[config.mk]
export PLATFORM = sky130hd
export DESIGN_NAME = ezwl_zone_lock
export DESIGN_NICKNAME = d
export VERILOG_FILES = /design/src/inc/ezwl_pkg.sv /design/src/hw/ezwl_zone_lock.sv
export SDC_FILE = /design/constraint.sdc
export NUM_CORES = 1
export LEC_CHECK = 0
export ABC_AREA = 0
export CAP_MARGIN = 40
export CORE_MARGIN = 2
export CORE_UTILIZATION = 52
export DETAILED_ROUTE_END_ITERATION = 8
export DONT_BUFFER_PORTS = 1
export GPL_TIMING_DRIVEN = 0
export PLACE_DENSITY = 0.75
export SLEW_MARGIN = 0
export SYNTH_ARGS = -nofsm -noshare
export SYNTH_HDL_FRONTEND = slang
export SYNTH_SLANG_ARGS = --single-unit
[constraint.sdc]
create_clock -name clock_i -period 2.2 [get_ports clock_i]
set_input_delay 0.11 -clock clock_i [delete_from_list [all_inputs] [get_ports clock_i]]
set_output_delay 0.11 -clock clock_i [all_outputs]
set_load 0.1 [all_outputs]
[src/inc/ezwl_pkg.sv]
// Purpose: shared constants and carriers of the zone write lock block
// Assumes: a bit-frame front end on the same clock delivers start, stop and bytes
// Notes: lock state itself lives in an outside nonvolatile store
package ezwl_pkg;

    // device address byte layout
    localparam int OPCODE_MSB = 7;
    localparam int OPCODE_LSB = 4;
    localparam int CLIENT_MSB = 3;
    localparam int CLIENT_LSB = 1;
    localparam int RW_BIT = 0;

    // opcodes handled here
    localparam logic [3:0] OP_LOCK = 4'h7;
    localparam logic [3:0] OP_FREEZE = 4'h1;
    localparam logic [3:0] OP_ARRAY = 4'hA;

    // zone geometry: four zones of 32 bytes, zone index in word address bits 6:5
    localparam int ZONE_COUNT = 4;
    localparam int ZONE_SEL_MSB = 6;
    localparam int ZONE_SEL_LSB = 5;

    // lock addresses, only the low nibble is decoded
    localparam logic [3:0] LOCK_ADDR_ZONE0 = 4'h1;
    localparam logic [3:0] LOCK_ADDR_ZONE1 = 4'h2;
    localparam logic [3:0] LOCK_ADDR_ZONE2 = 4'h4;
    localparam logic [3:0] LOCK_ADDR_ZONE3 = 4'h8;
    localparam int LOCK_ADDR_MSB = 3;

    // key and data values
    localparam logic [7:0] LOCK_SET_DATA = 8'hFF;
    localparam logic [7:0] FREEZE_KEY_ADDR = 8'h55;
    localparam logic [7:0] FREEZE_KEY_DATA = 8'hAA;
    localparam logic [7:0] STATUS_CLEAR = 8'h00;
    localparam logic [7:0] STATUS_SET = 8'hFF;

    // reset values
    localparam logic [3:0] LOCK_RESET = 4'h0;
    localparam logic [7:0] DATA_RESET = 8'h00;

    // timing
    localparam int unsigned CLK_PERIOD_NS = 5;

    // frame events from the bit front end, one-cycle pulses
    typedef struct packed {
        logic start;
        logic stop;
        logic byte_valid;
        logic [7:0] data;
    } ezwl_frame_s;

    // acknowledge decision for the byte just received
    typedef struct packed {
        logic valid;
        logic nack;
    } ezwl_answer_s;

    // programming request to the nonvolatile store
    typedef struct packed {
        logic [3:0] lock_set;
        logic freeze_set;
    } ezwl_nv_s;

endpackage : ezwl_pkg

[src/hw/ezwl_zone_lock.sv]
// Purpose: zone lock query, set, freeze and locked-zone write refusal
// Assumes: frame_i comes from same-clock logic; nv inputs mirror a nonvolatile store
// Notes: answers follow the byte by one clock; lock bits are only ever set
`timescale 1ns/1ps

////////////////////////////////////////////////////////////////////////////////
// Notes on behaviour
// - four 32-byte zones, ascending address order
// - lock addresses 01h, 02h, 04h, 08h per zone
// - lock bits kept in nonvolatile storage
// - zero allows writes; one locks forever
// - query opcode 0111b write direction is acknowledged
// - lock address low nibble must match; ack
// - restart read acked, returns 00h or FFh
// - set needs opcode, lock address, FFh, all acked
// - write only on stop after acked data
// - all commands ignored during self-timed write
// - freeze opcode write direction acked unless already frozen
// - freeze keys 55h then AAh, else NACK
// - freeze written only on stop after AAh
// - frozen state blocks every lock change forever
// - array write device and word address acked
// - locked zone data byte NACKed, no write
// - stop is an empty high bit frame
module ezwl_zone_lock #(
    parameter int unsigned WRITE_TIME_NS = 5000000
) (
    // clock and reset
    input wire logic clock_i,
    input wire logic reset_i,
    // frame events and client address strap
    input wire ezwl_pkg::ezwl_frame_s frame_i,
    input wire logic [2:0] client_addr_i,
    // nonvolatile store state
    input wire logic [3:0] nv_lock_i,
    input wire logic nv_frozen_i,
    // answers to the front end
    output ezwl_pkg::ezwl_answer_s answer_o,
    output logic rd_valid_o,
    output logic [7:0] rd_data_o,
    output logic array_write_o,
    // nonvolatile programming and status
    output ezwl_pkg::ezwl_nv_s nv_prog_o,
    output logic busy_o
);

    // longest write time, rounded down to whole cycles, never below one
    localparam int unsigned WR_RAW = WRITE_TIME_NS / ezwl_pkg::CLK_PERIOD_NS;
    localparam int unsigned WR_CYCLES = (WR_RAW < 1) ? 1 : WR_RAW;

    typedef enum logic [3:0] {
        ST_IDLE,
        ST_DEV,
        ST_LK_ADDR,
        ST_LK_NEXT,
        ST_LK_RDDEV,
        ST_LK_ARMED,
        ST_FZ_ADDR,
        ST_FZ_DATA,
        ST_FZ_ARMED,
        ST_AW_ADDR,
        ST_AW_DATA,
        ST_WAIT,
        ST_BUSY
    } ezwl_state_e;

    ////////////////////////////////////////////////////////////////////////////
    // decode helpers

    // maps a lock address nibble to a one-hot zone mask, zero when undefined
    function automatic logic [3:0] lock_mask(input logic [7:0] addr);
        logic [3:0] nib;
        nib = addr[ezwl_pkg::LOCK_ADDR_MSB:0];
        unique case (nib)
            ezwl_pkg::LOCK_ADDR_ZONE0: lock_mask = 4'h1;
            ezwl_pkg::LOCK_ADDR_ZONE1: lock_mask = 4'h2;
            ezwl_pkg::LOCK_ADDR_ZONE2: lock_mask = 4'h4;
            ezwl_pkg::LOCK_ADDR_ZONE3: lock_mask = 4'h8;
            default: lock_mask = 4'h0;
        endcase
    endfunction : lock_mask

    ezwl_state_e state_q, state_d;
    logic [7:0] dev_byte_q, dev_byte_d;
    logic [3:0] sel_q, sel_d;
    logic [1:0] zone_q, zone_d;
    logic is_freeze_q, is_freeze_d;
    logic [31:0] timer_q;
    logic start_write;
    logic timer_done;
    ezwl_pkg::ezwl_answer_s ans_d;
    logic rd_valid_d;
    logic [7:0] rd_data_d;
    logic aw_d;
    logic [3:0] opcode;
    logic [2:0] client;
    logic rw;
    logic me;
    logic [3:0] zone_in_mask;

    // device address byte fields
    assign opcode = frame_i.data[ezwl_pkg::OPCODE_MSB:ezwl_pkg::OPCODE_LSB];
    assign client = frame_i.data[ezwl_pkg::CLIENT_MSB:ezwl_pkg::CLIENT_LSB];
    assign rw = frame_i.data[ezwl_pkg::RW_BIT];
    assign me = (client == client_addr_i);
    assign zone_in_mask = lock_mask(frame_i.data);
    assign timer_done = (state_q == ST_BUSY) && (timer_q == 32'h0000_0001);

    ////////////////////////////////////////////////////////////////////////////
    // sequence decoding

    // stop outranks start, start outranks a byte; busy ignores everything
    always_comb begin
        state_d = state_q;
        dev_byte_d = dev_byte_q;
        sel_d = sel_q;
        zone_d = zone_q;
        is_freeze_d = is_freeze_q;
        ans_d = '0;
        rd_valid_d = 1'b0;
        rd_data_d = ezwl_pkg::DATA_RESET;
        aw_d = 1'b0;
        start_write = 1'b0;
        if (state_q == ST_BUSY) begin
            if (timer_done) begin
                state_d = ST_IDLE;
            end
        end else if (frame_i.stop) begin
            // empty high frame ends any sequence; only armed states program
            if (state_q == ST_LK_ARMED || state_q == ST_FZ_ARMED) begin
                state_d = ST_BUSY;
                start_write = 1'b1;
            end else begin
                state_d = ST_IDLE;
            end
        end else if (frame_i.start) begin
            // a restart only continues the lock query after its address
            state_d = (state_q == ST_LK_NEXT) ? ST_LK_RDDEV : ST_DEV;
        end else if (frame_i.byte_valid) begin
            unique case (state_q)
                ST_DEV: begin
                    dev_byte_d = frame_i.data;
                    state_d = ST_WAIT;
                    if (me && opcode == ezwl_pkg::OP_LOCK) begin
                        ans_d = '{valid: 1'b1, nack: rw};
                        if (!rw) begin
                            state_d = ST_LK_ADDR;
                        end
                    end else if (me && opcode == ezwl_pkg::OP_FREEZE) begin
                        ans_d = '{valid: 1'b1, nack: rw || nv_frozen_i};
                        if (!rw && !nv_frozen_i) begin
                            state_d = ST_FZ_ADDR;
                        end
                    end else if (me && opcode == ezwl_pkg::OP_ARRAY && !rw) begin
                        ans_d = '{valid: 1'b1, nack: 1'b0};
                        state_d = ST_AW_ADDR;
                    end
                end
                ST_LK_ADDR: begin
                    // undefined lock addresses end the request untouched
                    sel_d = zone_in_mask;
                    ans_d = '{valid: 1'b1, nack: (zone_in_mask == 4'h0)};
                    state_d = (zone_in_mask == 4'h0) ? ST_WAIT : ST_LK_NEXT;
                end
                ST_LK_NEXT: begin
                    // frozen store or wrong value refuses the set
                    if (frame_i.data == ezwl_pkg::LOCK_SET_DATA && !nv_frozen_i) begin
                        ans_d = '{valid: 1'b1, nack: 1'b0};
                        state_d = ST_LK_ARMED;
                    end else begin
                        ans_d = '{valid: 1'b1, nack: 1'b1};
                        state_d = ST_WAIT;
                    end
                end
                ST_LK_RDDEV: begin
                    state_d = ST_WAIT;
                    if (frame_i.data == {dev_byte_q[7:1], 1'b1}) begin
                        ans_d = '{valid: 1'b1, nack: 1'b0};
                        rd_valid_d = 1'b1;
                        rd_data_d = |(nv_lock_i & sel_q) ? ezwl_pkg::STATUS_SET
                                                          : ezwl_pkg::STATUS_CLEAR;
                    end
                end
                ST_FZ_ADDR: begin
                    ans_d = '{valid: 1'b1,
                              nack: (frame_i.data != ezwl_pkg::FREEZE_KEY_ADDR)};
                    state_d = (frame_i.data == ezwl_pkg::FREEZE_KEY_ADDR) ? ST_FZ_DATA : ST_WAIT;
                end
                ST_FZ_DATA: begin
                    ans_d = '{valid: 1'b1,
                              nack: (frame_i.data != ezwl_pkg::FREEZE_KEY_DATA)};
                    state_d = (frame_i.data == ezwl_pkg::FREEZE_KEY_DATA) ? ST_FZ_ARMED : ST_WAIT;
                end
                ST_AW_ADDR: begin
                    // word address is acknowledged whatever zone it hits
                    zone_d = frame_i.data[ezwl_pkg::ZONE_SEL_MSB:ezwl_pkg::ZONE_SEL_LSB];
                    ans_d = '{valid: 1'b1, nack: 1'b0};
                    state_d = ST_AW_DATA;
                end
                ST_AW_DATA: begin
                    // locked zone refuses at once and frees the device
                    ans_d = '{valid: 1'b1, nack: nv_lock_i[zone_q]};
                    aw_d = !nv_lock_i[zone_q];
                    state_d = nv_lock_i[zone_q] ? ST_IDLE : ST_WAIT;
                end
                ST_LK_ARMED, ST_FZ_ARMED: begin
                    // extra byte disarms rather than programming a guess
                    ans_d = '{valid: 1'b1, nack: 1'b1};
                    state_d = ST_WAIT;
                end
                ST_IDLE, ST_WAIT, ST_BUSY: begin
                    state_d = state_q;
                end
            endcase
        end
        if (start_write) begin
            is_freeze_d = (state_q == ST_FZ_ARMED);
        end
    end

    ////////////////////////////////////////////////////////////////////////////
    // sequence state

    // sequence registers
    always_ff @(posedge clock_i or posedge reset_i) begin
        if (reset_i) begin
            state_q <= ST_IDLE;
            dev_byte_q <= ezwl_pkg::DATA_RESET;
            sel_q <= ezwl_pkg::LOCK_RESET;
            zone_q <= 2'h0;
            is_freeze_q <= 1'b0;
        end else begin
            state_q <= state_d;
            dev_byte_q <= dev_byte_d;
            sel_q <= sel_d;
            zone_q <= zone_d;
            is_freeze_q <= is_freeze_d;
        end
    end

    ////////////////////////////////////////////////////////////////////////////
    // self-timed write

    // counts the write time; reset aborts it, which the host must avoid
    always_ff @(posedge clock_i or posedge reset_i) begin
        if (reset_i) begin
            timer_q <= 32'h0000_0000;
        end else if (start_write) begin
            timer_q <= WR_CYCLES[31:0];
        end else if (timer_q != 32'h0000_0000) begin
            timer_q <= timer_q - 32'h0000_0001;
        end
    end

    // programming pulse at the end of the write; bits are only ever set
    always_ff @(posedge clock_i or posedge reset_i) begin
        if (reset_i) begin
            nv_prog_o <= '0;
        end else if (timer_done) begin
            nv_prog_o.lock_set <= is_freeze_q ? ezwl_pkg::LOCK_RESET : sel_q;
            nv_prog_o.freeze_set <= is_freeze_q;
        end else begin
            nv_prog_o <= '0;
        end
    end

    // busy flag mirrors the write window
    always_ff @(posedge clock_i or posedge reset_i) begin
        if (reset_i) begin
            busy_o <= 1'b0;
        end else begin
            busy_o <= (state_d == ST_BUSY);
        end
    end

    ////////////////////////////////////////////////////////////////////////////
    // answers

    // registered answers, one clock after the byte
    always_ff @(posedge clock_i or posedge reset_i) begin
        if (reset_i) begin
            answer_o <= '0;
            rd_valid_o <= 1'b0;
            rd_data_o <= ezwl_pkg::DATA_RESET;
            array_write_o <= 1'b0;
        end else begin
            answer_o <= ans_d;
            rd_valid_o <= rd_valid_d;
            rd_data_o <= rd_data_d;
            array_write_o <= aw_d;
        end
    end

endmodule : ezwl_zone_lock

* After elaboration in Yosys (flattened, before gate mapping)
Index checks and enable logic that the tools add are counted.
Widths: inputs -> output; s select.
** Cells by class
- $add $sub $neg :: 1
- Multipliers :: 0
- Div/mod/pow operators :: 0
- Order comparisons :: 1
- Eq/ne operators :: 28
- Shift-type cells :: 0
- Mux-type cells :: 56
- Bitwise operators :: 4
- Reductions and logical operators :: 23
** Operators by type and width (count)
- $mux 32 :: 2
- $mux 4 :: 15
- $mux 8 :: 7
- $pmux 4 s9 :: 1
- $eq 32x1->1 const B :: 1
- $eq 4x4->1 const B :: 8
- $reduce_bool 32->1 :: 1
- $sub 32x1->32 const B :: 1
- $eq 4x3->1 const B :: 6
- $mux 2 :: 10
- $pmux 2 s9 :: 1
- $eq 8x8->1 const B :: 2
- $mux 1 :: 16
- $pmux 4 s4 :: 1
- $reduce_and 5->1 :: 3
- $eq 4x1->1 const B :: 3
- $eq 4x2->1 const B :: 3
- $eq 8x7->1 const B :: 1
- $eq 8x8->1 :: 1
- $logic_not 4->1 :: 2
- $ne 8x7->1 const B :: 1
- $ne 8x8->1 const B :: 1
- $logic_and 1x1->1 :: 7
- $reduce_or 3->1 :: 2
- 12 further kinds :: 17
** Word-level totals
- Flip-flop bits (word level) :: 69
- Latch bits :: 0
- RAM bits :: 0
- Memory bits (read-only) :: 0
- Input bits :: 21
- Output and inout bits :: 18
- Memories :: 0

* Logic depth before layout (Yosys ltp)
Gate-level depths: netlist (run 1).
- Word-level depth :: 12
- Depth in mapped cells :: 8
- Mapped depth without buffers :: 7

* Worst setup path after synthesis (run 1)
No wires, ideal clock.
- Path type :: register to register
- Start point :: reg timer_q[28]
- End point :: reg timer_q[9]
- Arrival time :: 2.078 ns
- Required time :: 2.061 ns
- Path slack :: -0.018 ns
- Cell stages (with the launch flop) :: 8
- Buffers on the path :: 1
- Cells stage by stage :: dfrtp_1 -> or4_4 -> nor4b_4 -> nand4_2 -> buf_2 -> o21ai_0 -> xor2_1 -> nand2_1
** On the way
- Longest elaborated chain between the ends :: 2
** RTL lines
- start: declaration :: RTL line ezwl_zone_lock.sv:88 : logic [31:0] timer_q;
- start signal: assignment :: RTL line ezwl_zone_lock.sv:249 : timer_q <= WR_CYCLES[31:0];
- start signal: assignment :: RTL line ezwl_zone_lock.sv:251 : timer_q <= timer_q - 32'h0000_0001;
- $reduce_bool 32->1 :: RTL line ezwl_zone_lock.sv:250 : end else if (timer_q != 32'h0000_0000) begin
- $reduce_bool 2->1 (no line)
No other way between the ends.
A chain may end at the register's enable or synchronous reset.

* Final worst setup path (run 1)
- Start point :: reg timer_q[28]
- End point :: reg timer_q[18]
The elaborated chain is that of the path after synthesis.

==> summary.txt, run 1 <==
Number of top-level pins = 39
Die width = 87.88 microns
Detailed Route Iter0 Violations = 247
Placed Instances = 496
Worst min-delay path category = input port to flip-flop
Number of detailed-route iterations in the first pass = 5
Leakage power of the design = 1.819 nW
Library cell used as clock root buffer = sky130_fd_sc_hd__clkbuf_8
Post-synthesis sequential area ratio = 0.4172
Setup Viol. Count Final = 4
Largest net degree at the start of global routing = 42
Type of destination of the critical path = flip-flop
Instance count of the mapped netlist = 397
Fraction of final layout cells with drive strength greater than 1 = 0.2256
Multi-input combinational cell area = 2140 sq um
IR drop worst, VDD = 0.4364 mV
Final instance area = 4370 sq um
Final Critical Period = 2.219 ns
Cell family contributing the most delay on the critical path = simple AND/OR/NAND/NOR gates
Post-Route WL = 9.248 mm
GRT overflow = 0
Pins Over Slew Limit = 0
Worst Max-Slew Pin Slew = 0.8760 ns
Area of the mapped netlist = 3659 sq um
CTS Buffer Depth = 2
Mean instance size in the synthesized netlist = 9.215 sq um
Hpwl dp = 6.248 mm
Outcome = finished with violations
Timing startpoint of the critical path = timer_q[28]
Required time of the worst setup path = 2.40 ns
Average detailed-routed wire length per instance = 17.58 microns
Port buffer count = 0
Number of fill cells in the layout = 565
P&R area growth vs syn = 19.46%
Count of inserted antenna diode cells = 0
Area enclosed by the die boundary = 7723 sq um
Layout Nets = 448
Crit. path cell count = 8
Overall power = 3.807 mW
Count of distinct cell types in the synthesized netlist = 57
Top cells by count, synth = 61 x sky130_fd_sc_hd__dfrtp_1, 51 x sky130_fd_sc_hd__nor2_1, 31 x sky130_fd_sc_hd__xor2_1
Clk_lat worst skew = 0.35 ns
Count of synthesis-stage warnings from yosys = 0
Setup skew after layout = 0.008292 ns
WS Path Type = flip-flop to flip-flop
Sort of element at the start of the critical path = flip-flop
Minimum setup slack after placement = -0.2472 ns
Mapped Nets = 420
Reported max-cap violation count = 0
Final-report hold violation count = 0
RePlAce Congestion = 0.9238
Total global routing track utilization = 0.2508
Reg-to-reg slack, setup = -0.02 ns
Relative slew slack = 0.4164
Average via count per standard cell = 5.994
Register bit total from synthesis = 61
Worst-case setup margin in the final layout = -0.01936 ns
Buffering stage count on the worst path with inverters included = 2
Vertical die dimension = 87.88 microns
Largest cells by area after synthesis = sky130_fd_sc_hd__dfrtp_1 42%, sky130_fd_sc_hd__xor2_1 7.4%, sky130_fd_sc_hd__nor2_1 5.2%
Most frequent cell after synthesis = sky130_fd_sc_hd__dfrtp_1
Critical path endpoint = timer_q[18]
End-of-flow core utilization = 0.6433
Antenna Nets Post-Route = 0
Clock buffer count from CTS = 9
Ratio of total power to cell area = 871.2 nW/um^2
Drc violations = 0
Cell accounting for the most synthesized area = sky130_fd_sc_hd__dfrtp_1
Area of the core region = 6794 sq um
Unrepaired setup endpoints after global routing = yes
Area share of the largest cell type after synthesis = 0.4172
Length in cells of the worst reg-to-reg path = 8
Highest net fanout along the worst path = 5
Final Instance Count excl. Fillers = 526
Tcrit/Tclk final = 1.009
Peak clock frequency supported by timing = 450.6 MHz
Initial Util = 0.5385
Number of placement rows = 30
Proportion of register bits with asynchronous set or reset after synthesis = 1.000
Wire length of the first global-routing pass = 14.95 mm
Deepest level of the CTS H-tree = 3
Clock tree sinks = 61
Number of antenna violations at the first check in global routing = 0
Number of enable flip-flop cells after synthesis = 0
Final sum of negative setup slack = -0.03694 ns
Clock tree from TritonCTS = built
Arrival time at the worst endpoint = 2.42 ns
Worst flop-to-flop path endpoint = timer_q[18]
Placed inst area = 3837 sq um
Vias in the first global route = 3,069
Violations in the final reports = negative setup slack
Final Hold Slack = 0.03594 ns
Vias after detailed routing = 3,153
Worst-path clk slew = 0.07 ns
Launch instance of the worst register-to-register path = timer_q[28]
Cells along the critical path = or4_4, nor4b_4, buf_4, a2111oi_4, buf_4, nand2_1, xor2_1, nand2_1
Reg area = 1531 sq um
Worst stage delay on the critical path = 0.54 ns
Dominant register cell in the synthesized netlist = sky130_fd_sc_hd__dfrtp_1
Cell type of the slowest stage on the worst timing path = sky130_fd_sc_hd__or4_4
## routing by layer
metal / vias up / track usage / part of all wire
met4: 0 / 0.1147 / 0.034
li1: 1466 / - / -
met3: 29 / 0.05561 / 0.060
met2: 124 / 0.4105 / 0.50
met1: 1534 / 0.3177 / 0.40
met5: - / 0 / 0
## cells by family (layout without fill, tap and decap cells)
kind of cell / count (synthesis) / count (layout) / synth area share
multiplexers: 10 / 10 / 0.03352
buffers and inverters: 37 / 70 / 0.04583
adder cells (fa/ha/maj): 2 / 2 / 0.006839
flip-flops: 61 / 61 / 0.4172
AO/OA/AOI/OAI: 63 / 63 / 0.1177
XOR/XNOR: 40 / 40 / 0.09576
AND/OR/NAND/NOR: 184 / 184 / 0.2832
## cell type report
| cell class | instances | area share |
|---|---|---|
| tap | 96 | 0.02748 |
| buffer | 27 | 0.03321 |
| clock buffer | 9 | 0.02834 |
| timing repair buffer | 20 | 0.04981 |
| sequential | 61 | 0.3504 |
| clock inverter | 7 | 0.01517 |
| inverter | 7 | 0.006012 |
| multi-input combinational | 299 | 0.4896 |
## registers in the layout, summed over array words and instances (netlist names)
register       count
nv_prog_o          5
busy_o             1
zone_q             2
rd_valid_o         1
array_write_o      1
timer_q           32
answer_o           2
sel_q              4
is_freeze_q        1
state_q            4
dev_byte_q         7
rd_data_o          1
## what timing repair did
item,CTS,global route
cloned,1,0
gates resized for setup,16,39
buffers inserted,11,1
pin swaps,7,13
hold buffers,3,0
endpoints found under the setup margin,43,46
endpoints found under the hold margin,23,0
## worst min path at each step
stage,start,endpoint,slack [ns],depth (start not counted)
floorplan,frame_i[1],dev_byte_q[1],0.30,2
global placement,frame_i[1],dev_byte_q[1],0.34,2
detailed placement,reset_i,sel_q[0],0.05,1
CTS,nv_frozen_i,state_q[2],0.02,3
global route,nv_frozen_i,state_q[2],0.03,3
finish,nv_frozen_i,state_q[2],0.04,3
## placed cells by master, fill, tap and decap left out, types with 6 or more instances in the layout
master	synthesis	layout
sky130_fd_sc_hd__nor2_1	51	47
sky130_fd_sc_hd__nor4_1	10	7
sky130_fd_sc_hd__nand2b_1	9	8
sky130_fd_sc_hd__clkbuf_1	21	13
sky130_fd_sc_hd__mux2_2	8	8
sky130_fd_sc_hd__xor2_1	31	31
sky130_fd_sc_hd__dfrtp_1	61	57
sky130_fd_sc_hd__o21ai_0	17	14
sky130_fd_sc_hd__inv_1	7	6
sky130_fd_sc_hd__a21oi_1	9	8
sky130_fd_sc_hd__buf_4	7	20
sky130_fd_sc_hd__clkbuf_8	0	9
sky130_fd_sc_hd__nand4b_1	6	6
sky130_fd_sc_hd__nand2_1	28	28
sky130_fd_sc_hd__nor3_1	10	8
sky130_fd_sc_hd__nand3_1	17	14
sky130_fd_sc_hd__and2_1	8	8
sky130_fd_sc_hd__xnor2_1	9	8
## where the power goes
part | switching (mW) | internal [mW]
clock | 0.473 | 0.516
sequential | 0.244 | 1.34
combinational | 0.698 | 0.538
## worst reg2reg max path, cell delays in order (launching register included)
cell and delay [ns]:
sky130_fd_sc_hd__dfrtp_1 0.39, sky130_fd_sc_hd__or4_4 0.54, sky130_fd_sc_hd__nor4b_4 0.35, sky130_fd_sc_hd__buf_4 0.23
sky130_fd_sc_hd__a2111oi_4 0.08, sky130_fd_sc_hd__buf_4 0.17, sky130_fd_sc_hd__nand2_1 0.08, sky130_fd_sc_hd__xor2_1 0.16
sky130_fd_sc_hd__nand2_1 0.08
(Power assumes the default switching activity.)
==> run 2, diff against run 1 <==
Settings changed: PLACE_DENSITY 0.75 to 0.72, RECOVER_POWER set to 100.
Clock period 2.2 ns to 2.8 ns, I/O delays scaled along.
==> summary.txt, run 2 (synthesis gave the netlist of run 1 again) <==
Outcome = finished clean
Fraction of final layout cells with drive strength greater than 1 = 0.08612 (-0.1395)
Reg-to-reg slack, setup = 0.25 ns (+0.26 ns)
Worst stage delay on the critical path = 0.59 ns (+0.05 ns)
Placed inst area = 3865 sq um (+0.72%)
Post-CTS sizing = 0 (-16)
P&R area growth vs syn = 8.584%
Ratio of total power to cell area = 707.9 nW/um^2 (-19%)
Final Critical Period = 2.554 ns (+0.3351 ns)
Post-Route WL = 8.370 mm (-9.5%)
GRT overflow = 0 (unchanged)
Area enclosed by the die boundary = 7723 sq um (unchanged)
Leakage power of the design = 1.631 nW (-10%)
WS Path Type = flip-flop to flip-flop
Tcrit/Tclk final = 0.9123 (-0.09651)
Relative slew slack = 0.1043 (-0.3121)
Type of destination of the critical path = flip-flop
Wire length of the first global-routing pass = 14.11 mm (-5.6%)
Worst min-delay path category = input port to flip-flop
Clock tree from TritonCTS = built
Minimum setup slack after placement = 0.3229 ns (+0.5700 ns)
Number of antenna violations at the first check in global routing = 0 (unchanged)
RePlAce Congestion = 0.9315 (+0.83%)
Final instance area = 3973 sq um (-9.1%)
Layout Nets = 436 (-2.7%)
Number of detailed-route iterations in the first pass = 5 (unchanged)
Number of flip-flops in the largest register = 32 (unchanged)
Placed Instances = 497 (+0.20%)
Pins Over Slew Limit = 0 (unchanged)
Antenna Nets Post-Route = 0 (unchanged)
Most common cell after layout, fill and taps aside = sky130_fd_sc_hd__dfrtp_1
Cell type of the slowest stage on the worst timing path = sky130_fd_sc_hd__a2111oi_4
IR drop worst, VDD = 0.3527 mV (-19%)
Deepest level of the CTS H-tree = 3 (unchanged)
Average via count per standard cell = 5.835 (-2.7%)
Count of inserted antenna diode cells = 0 (unchanged)
Most frequent cells in the layout = 61 x sky130_fd_sc_hd__dfrtp_1, 51 x sky130_fd_sc_hd__nor2_1, 32 x sky130_fd_sc_hd__clkbuf_1
Die width = 87.88 microns (unchanged)
Clk_lat worst skew = 0.34 ns (about the same)
Worst-path clk slew = 0.07 ns (about the same)
Average detailed-routed wire length per instance = 16.28 microns (-7.4%)
Number of placement rows = 30 (unchanged)
Total global routing track utilization = 0.2341 (-0.01666)
Setup Viol. Count Final = 0 (-4)
Final Hold Slack = 0.01986 ns (-0.01608 ns)
Number of fill cells in the layout = 606 (+7.3%)
Clock tree sinks = 61 (unchanged)
Final Instance Count excl. Fillers = 514 (-2.3%)
Overall power = 2.812 mW (-26%)
Detailed Route Iter0 Violations = 178 (-28%)
Highest net fanout along the worst path = 8 (+3)
Registers with the most flip-flops = timer_q (32), dev_byte_q (7), nv_prog_o (5)
Setup skew after layout = 0.007805 ns (-0.0004872 ns)
Sort of element at the start of the critical path = flip-flop
Final sum of negative setup slack = 0 ns (+0.03694 ns)
End-of-flow core utilization = 0.5847 (-0.05856)
Unrepaired setup endpoints after global routing = no
Initial Util = 0.5385 (unchanged)
Cells along the critical path = or4_1, or2_0, clkbuf_1, a2111oi_4, nand4b_1, xor2_1, nor2_1
Vias after detailed routing = 2,999 (-4.9%)
Reported max-cap violation count = 0 (unchanged)
Port buffer count = 0 (unchanged)
Worst-case setup margin in the final layout = 0.2456 ns (+0.2649 ns)
Vertical die dimension = 87.88 microns (unchanged)
CTS Buffer Depth = 2 (unchanged)
Worst Max-Slew Pin Slew = 1.342 ns (+0.4661 ns)
Library cell used as clock root buffer = sky130_fd_sc_hd__clkbuf_8
Required time of the worst setup path = 3.01 ns (+0.61 ns)
Drc violations = 0 (unchanged)
Arrival time at the worst endpoint = 2.76 ns (+0.34 ns)
Clock buffer count from CTS = 9 (unchanged)
Number of top-level pins = 39 (unchanged)
Register with the most flip-flops = timer_q
Hpwl dp = 5.967 mm (-4.5%)
Area of the core region = 6794 sq um (unchanged)
Largest net degree at the start of global routing = 37 (-12%)
Number of setup buffers added after CTS = 0 (-11)
Peak clock frequency supported by timing = 391.5 MHz (-13%)
Final-report hold violation count = 0 (unchanged)
Vias in the first global route = 2,978 (-3.0%)
## run 2: cell types whose count changed in the layout (fill, tap and decap cells not counted), sizes merged
cell | previous run | this run
dlygate4sd3 | 3 | 1
buf | 26 | 2
clkinv | 5 | 1
clkinvlp | 1 | 2
clkbuf | 27 | 43
inv | 7 | 8
## run 2: path summary, 6_finish.rpt
check                      cells past startpoint  startpoint            end
max in group asynchronous                      3     reset_i     timer_q[3]
setup / recovery                               7  timer_q[3]    timer_q[28]
hold reg to reg                                1    sel_q[0]       sel_q[0]
min in group asynchronous                      2     reset_i  dev_byte_q[5]
hold / removal                                 3  frame_i[1]       sel_q[3]
setup reg to reg                               7  timer_q[3]    timer_q[28]
## run 2: timing repair
| action | CTS | global route |
|---|---|---|
| setup endpoints to repair | 0 | 0 |
| hold buffers | 1 | 0 |
| hold endpoints to repair | 35 | 0 |
## run 2: cell type report
cell class                      count  area (sq um)  area share
Tap cell                           96         120.1     0.03024
Buffer                             30         113.9     0.02866
Sequential cell                    61          1526      0.3843
Inverter                            7         26.28    0.006614
Multi-Input combinational cell    299          1952      0.4913
Timing Repair Buffer                5         33.78    0.008504
Clock inverter                      5         58.81     0.01480
Clock buffer                       11         141.4     0.03559
## run 2: routing by layer
layer / up-vias / global-route usage / routed length (microns)
met1: 1462 / 0.2890 / 3598
met4: 0 / 0.08392 / 148
li1: 1437 / - / -
met2: 90 / 0.4043 / 4253
met3: 10 / 0.04995 / 369
met5: - / 0 / 0
## run 2: power by group
| group | switching [mW] | internal [mW] |
|---|---|---|
| clock network | 0.355 | 0.437 |
| registers | 0.168 | 1.05 |
| logic | 0.464 | 0.340 |
## run 2: worst max-delay path: cells and delay by family (launching register included)
kind,cells,cell delay [ns]
flops,1,0.42
xor+xnor,1,0.17
simple gates,4,1.04
compound gates,1,0.59
buf+inv,1,0.20
==> run 3, diff against run 2 <==
Settings changed: CORE_ASPECT_RATIO set to 1.4, CORE_MARGIN 2 to 3.
==> summary.txt, run 3 (synthesis gave the netlist of run 1 again) <==
Die width = 76.89 microns (-13%)
Largest net degree at the start of global routing = 38 (+2.7%)
Wire length of the first global-routing pass = 14.51 mm (+2.8%)
Reported max-cap violation count = 0 (unchanged)
CTS Hold Buffers Added = 3 (+2)
GRT overflow = 0 (unchanged)
WS Path Type = flip-flop to flip-flop
Final Hold Slack = 0.01402 ns (-0.005833 ns)
Area enclosed by the die boundary = 8092 sq um (+4.8%)
Length in cells of the worst reg-to-reg path = 6 (-1)
Vertical die dimension = 105.2 microns (+20%)
Length of routed met3 wiring = 383 microns (+3.8%)
CTS Buffer Depth = 2 (unchanged)
Clock tree sinks = 61 (unchanged)
Deepest level of the CTS H-tree = 3 (unchanged)
Setup Viol. Count Final = 0 (unchanged)
Vias after detailed routing = 3,017 (+0.60%)
Antenna Nets Post-Route = 0 (unchanged)
Drc violations = 0 (unchanged)
Average detailed-routed wire length per instance = 16.51 microns (+1.4%)
Clock tree from TritonCTS = built
Total global routing track utilization = 0.2258 (-0.008307)
Wire length on met2 = 4.408 mm (+3.6%)
Detailed Route Iter0 Violations = 167 (-6.2%)
Relative slew slack = 0.2071 (+0.1029)
Outcome = finished clean
RePlAce Congestion = 0.9579 (+2.8%)
Worst min-delay path category = input port to flip-flop
Minimum setup slack after placement = 0.3020 ns (-0.02082 ns)
Cell family contributing the most delay on the critical path = simple AND/OR/NAND/NOR gates
Post-Route WL = 8.419 mm (+0.59%)
Number of antenna violations at the first check in global routing = 0 (unchanged)
Crit. path cell count = 6 (-1)
Required time of the worst setup path = 3.02 ns (about the same)
Most common cell after layout, fill and taps aside = sky130_fd_sc_hd__dfrtp_1
Port buffer count = 0 (unchanged)
Leakage power of the design = 1.644 nW (+0.82%)
P&R area growth vs syn = 8.824%
Final-report hold violation count = 0 (unchanged)
Number of stages on the worst hold path = 2 (-1)
Worst-case setup margin in the final layout = 0.2704 ns (+0.02482 ns)
Number of flip-flops in the largest register = 32 (unchanged)
Clock buffer count from CTS = 9 (unchanged)
Registers with the most flip-flops = timer_q (32), dev_byte_q (7), nv_prog_o (5)
Number of detailed-route iterations in the first pass = 6 (+1)
Number of fill cells in the layout = 608 (+0.33%)
Final sum of negative setup slack = 0 ns (unchanged)
Number of top-level pins = 39 (unchanged)
Count of inserted antenna diode cells = 0 (unchanged)
Buffering stage count on the worst path with inverters included = 0 (-1)
IR drop worst, VDD = 0.3946 mV (+12%)
Peak clock frequency supported by timing = 395.3 MHz (+0.98%)
Most frequent cells in the layout = 61 x sky130_fd_sc_hd__dfrtp_1, 51 x sky130_fd_sc_hd__nor2_1, 31 x sky130_fd_sc_hd__xor2_1
Average via count per standard cell = 5.916 (+1.4%)
Overall power = 2.821 mW (+0.30%)
Wire length on met1 = 3.289 mm (-8.6%)
Library cell used as clock root buffer = sky130_fd_sc_hd__clkbuf_8
Tcrit/Tclk final = 0.9034 (-0.008864)
Final instance area = 3981 sq um (+0.22%)
Uppermost metal layer occupied by signal nets = met4
Sort of element at the start of the critical path = flip-flop
Post-CTS sizing = 0 (unchanged)
Vias in the first global route = 3,102 (+4.2%)
Type of destination of the critical path = flip-flop
Final Critical Period = 2.530 ns (-0.02482 ns)
Unrepaired setup endpoints after global routing = no
Arrival time at the worst endpoint = 2.75 ns (about the same)
Clk_lat worst skew = 0.34 ns (about the same)
Fraction of final layout cells with drive strength greater than 1 = 0.08852 (+0.002392)
Placed inst area = 3821 sq um (-1.1%)
Layout Nets = 436 (unchanged)
Setup skew after layout = 0.006164 ns (-0.001641 ns)
Number of placement rows = 35 (+17%)
Highest net fanout along the worst path = 5 (-3)
Worst-path clk slew = 0.07 ns (about the same)
Cells along the critical path = or4_4, nor4b_4, nand4_2, nor3_1, a211oi_1, nor4b_1
Number of setup buffers added after CTS = 0 (unchanged)
Hpwl dp = 6.207 mm (+4.0%)
Ratio of total power to cell area = 708.4 nW/um^2 (about the same)
Register with the most flip-flops = timer_q
Area of the core region = 6700 sq um (-1.4%)
Worst stage delay on the critical path = 0.56 ns (-0.03 ns)
Worst Max-Slew Pin Slew = 1.189 ns (-0.1528 ns)
Cell type of the slowest stage on the worst timing path = sky130_fd_sc_hd__or4_4
Initial Util = 0.5460 (+0.007542)
Pins Over Slew Limit = 0 (unchanged)
-- run 3: worst paths after layout --
path	startpoint	to	slack, ns
max	timer_q[28]	busy_o	0.27
max in group asynchronous	reset_i	timer_q[1]	0.94
max reg2reg	timer_q[28]	busy_o	0.27
min reg2reg	sel_q[1]	sel_q[1]	0.51
min	frame_i[1]	sel_q[1]	0.01
min in group asynchronous	reset_i	nv_prog_o[3]	0.45
-- run 3: area by class of cell --
cell class / instances / area, sq um / area share
multi-input combinational: 299 / 1961 / 0.4925
sequential: 61 / 1526 / 0.3834
clock buffer: 9 / 123.9 / 0.03111
buffer: 30 / 115.1 / 0.02891
tap: 92 / 115.1 / 0.02891
clock inverter: 7 / 75.07 / 0.01886
timing repair buffer: 5 / 38.79 / 0.009742
inverter: 7 / 26.28 / 0.006600
-- run 3: power by group --
part / total [mW] / switching (mW) / internal, mW / leakage, nW
sequential: 1.22 / 0.173 / 1.05 / 0.785
clock: 0.787 / 0.374 / 0.413 / 0.0918
combinational: 0.813 / 0.472 / 0.341 / 0.767
total: 2.82 / 1.02 / 1.80 / 1.64
-- run 3: stage by stage --
step           utilization  instances
6_report            0.5942        510
5_1_grt             0.5942        510
4_1_cts             0.6045        510
3_5_place_dp        0.5703        491
3_3_place_gp        0.5632        489
2_1_floorplan            -        397
-- run 3: layer usage --
layer | track usage | vias to the layer above
li1 | - | 1437
met1 | 0.2513 | 1454
met2 | 0.3946 | 97
met3 | 0.04701 | 29
met4 | 0.1308 | 0
met5 | 0 | -
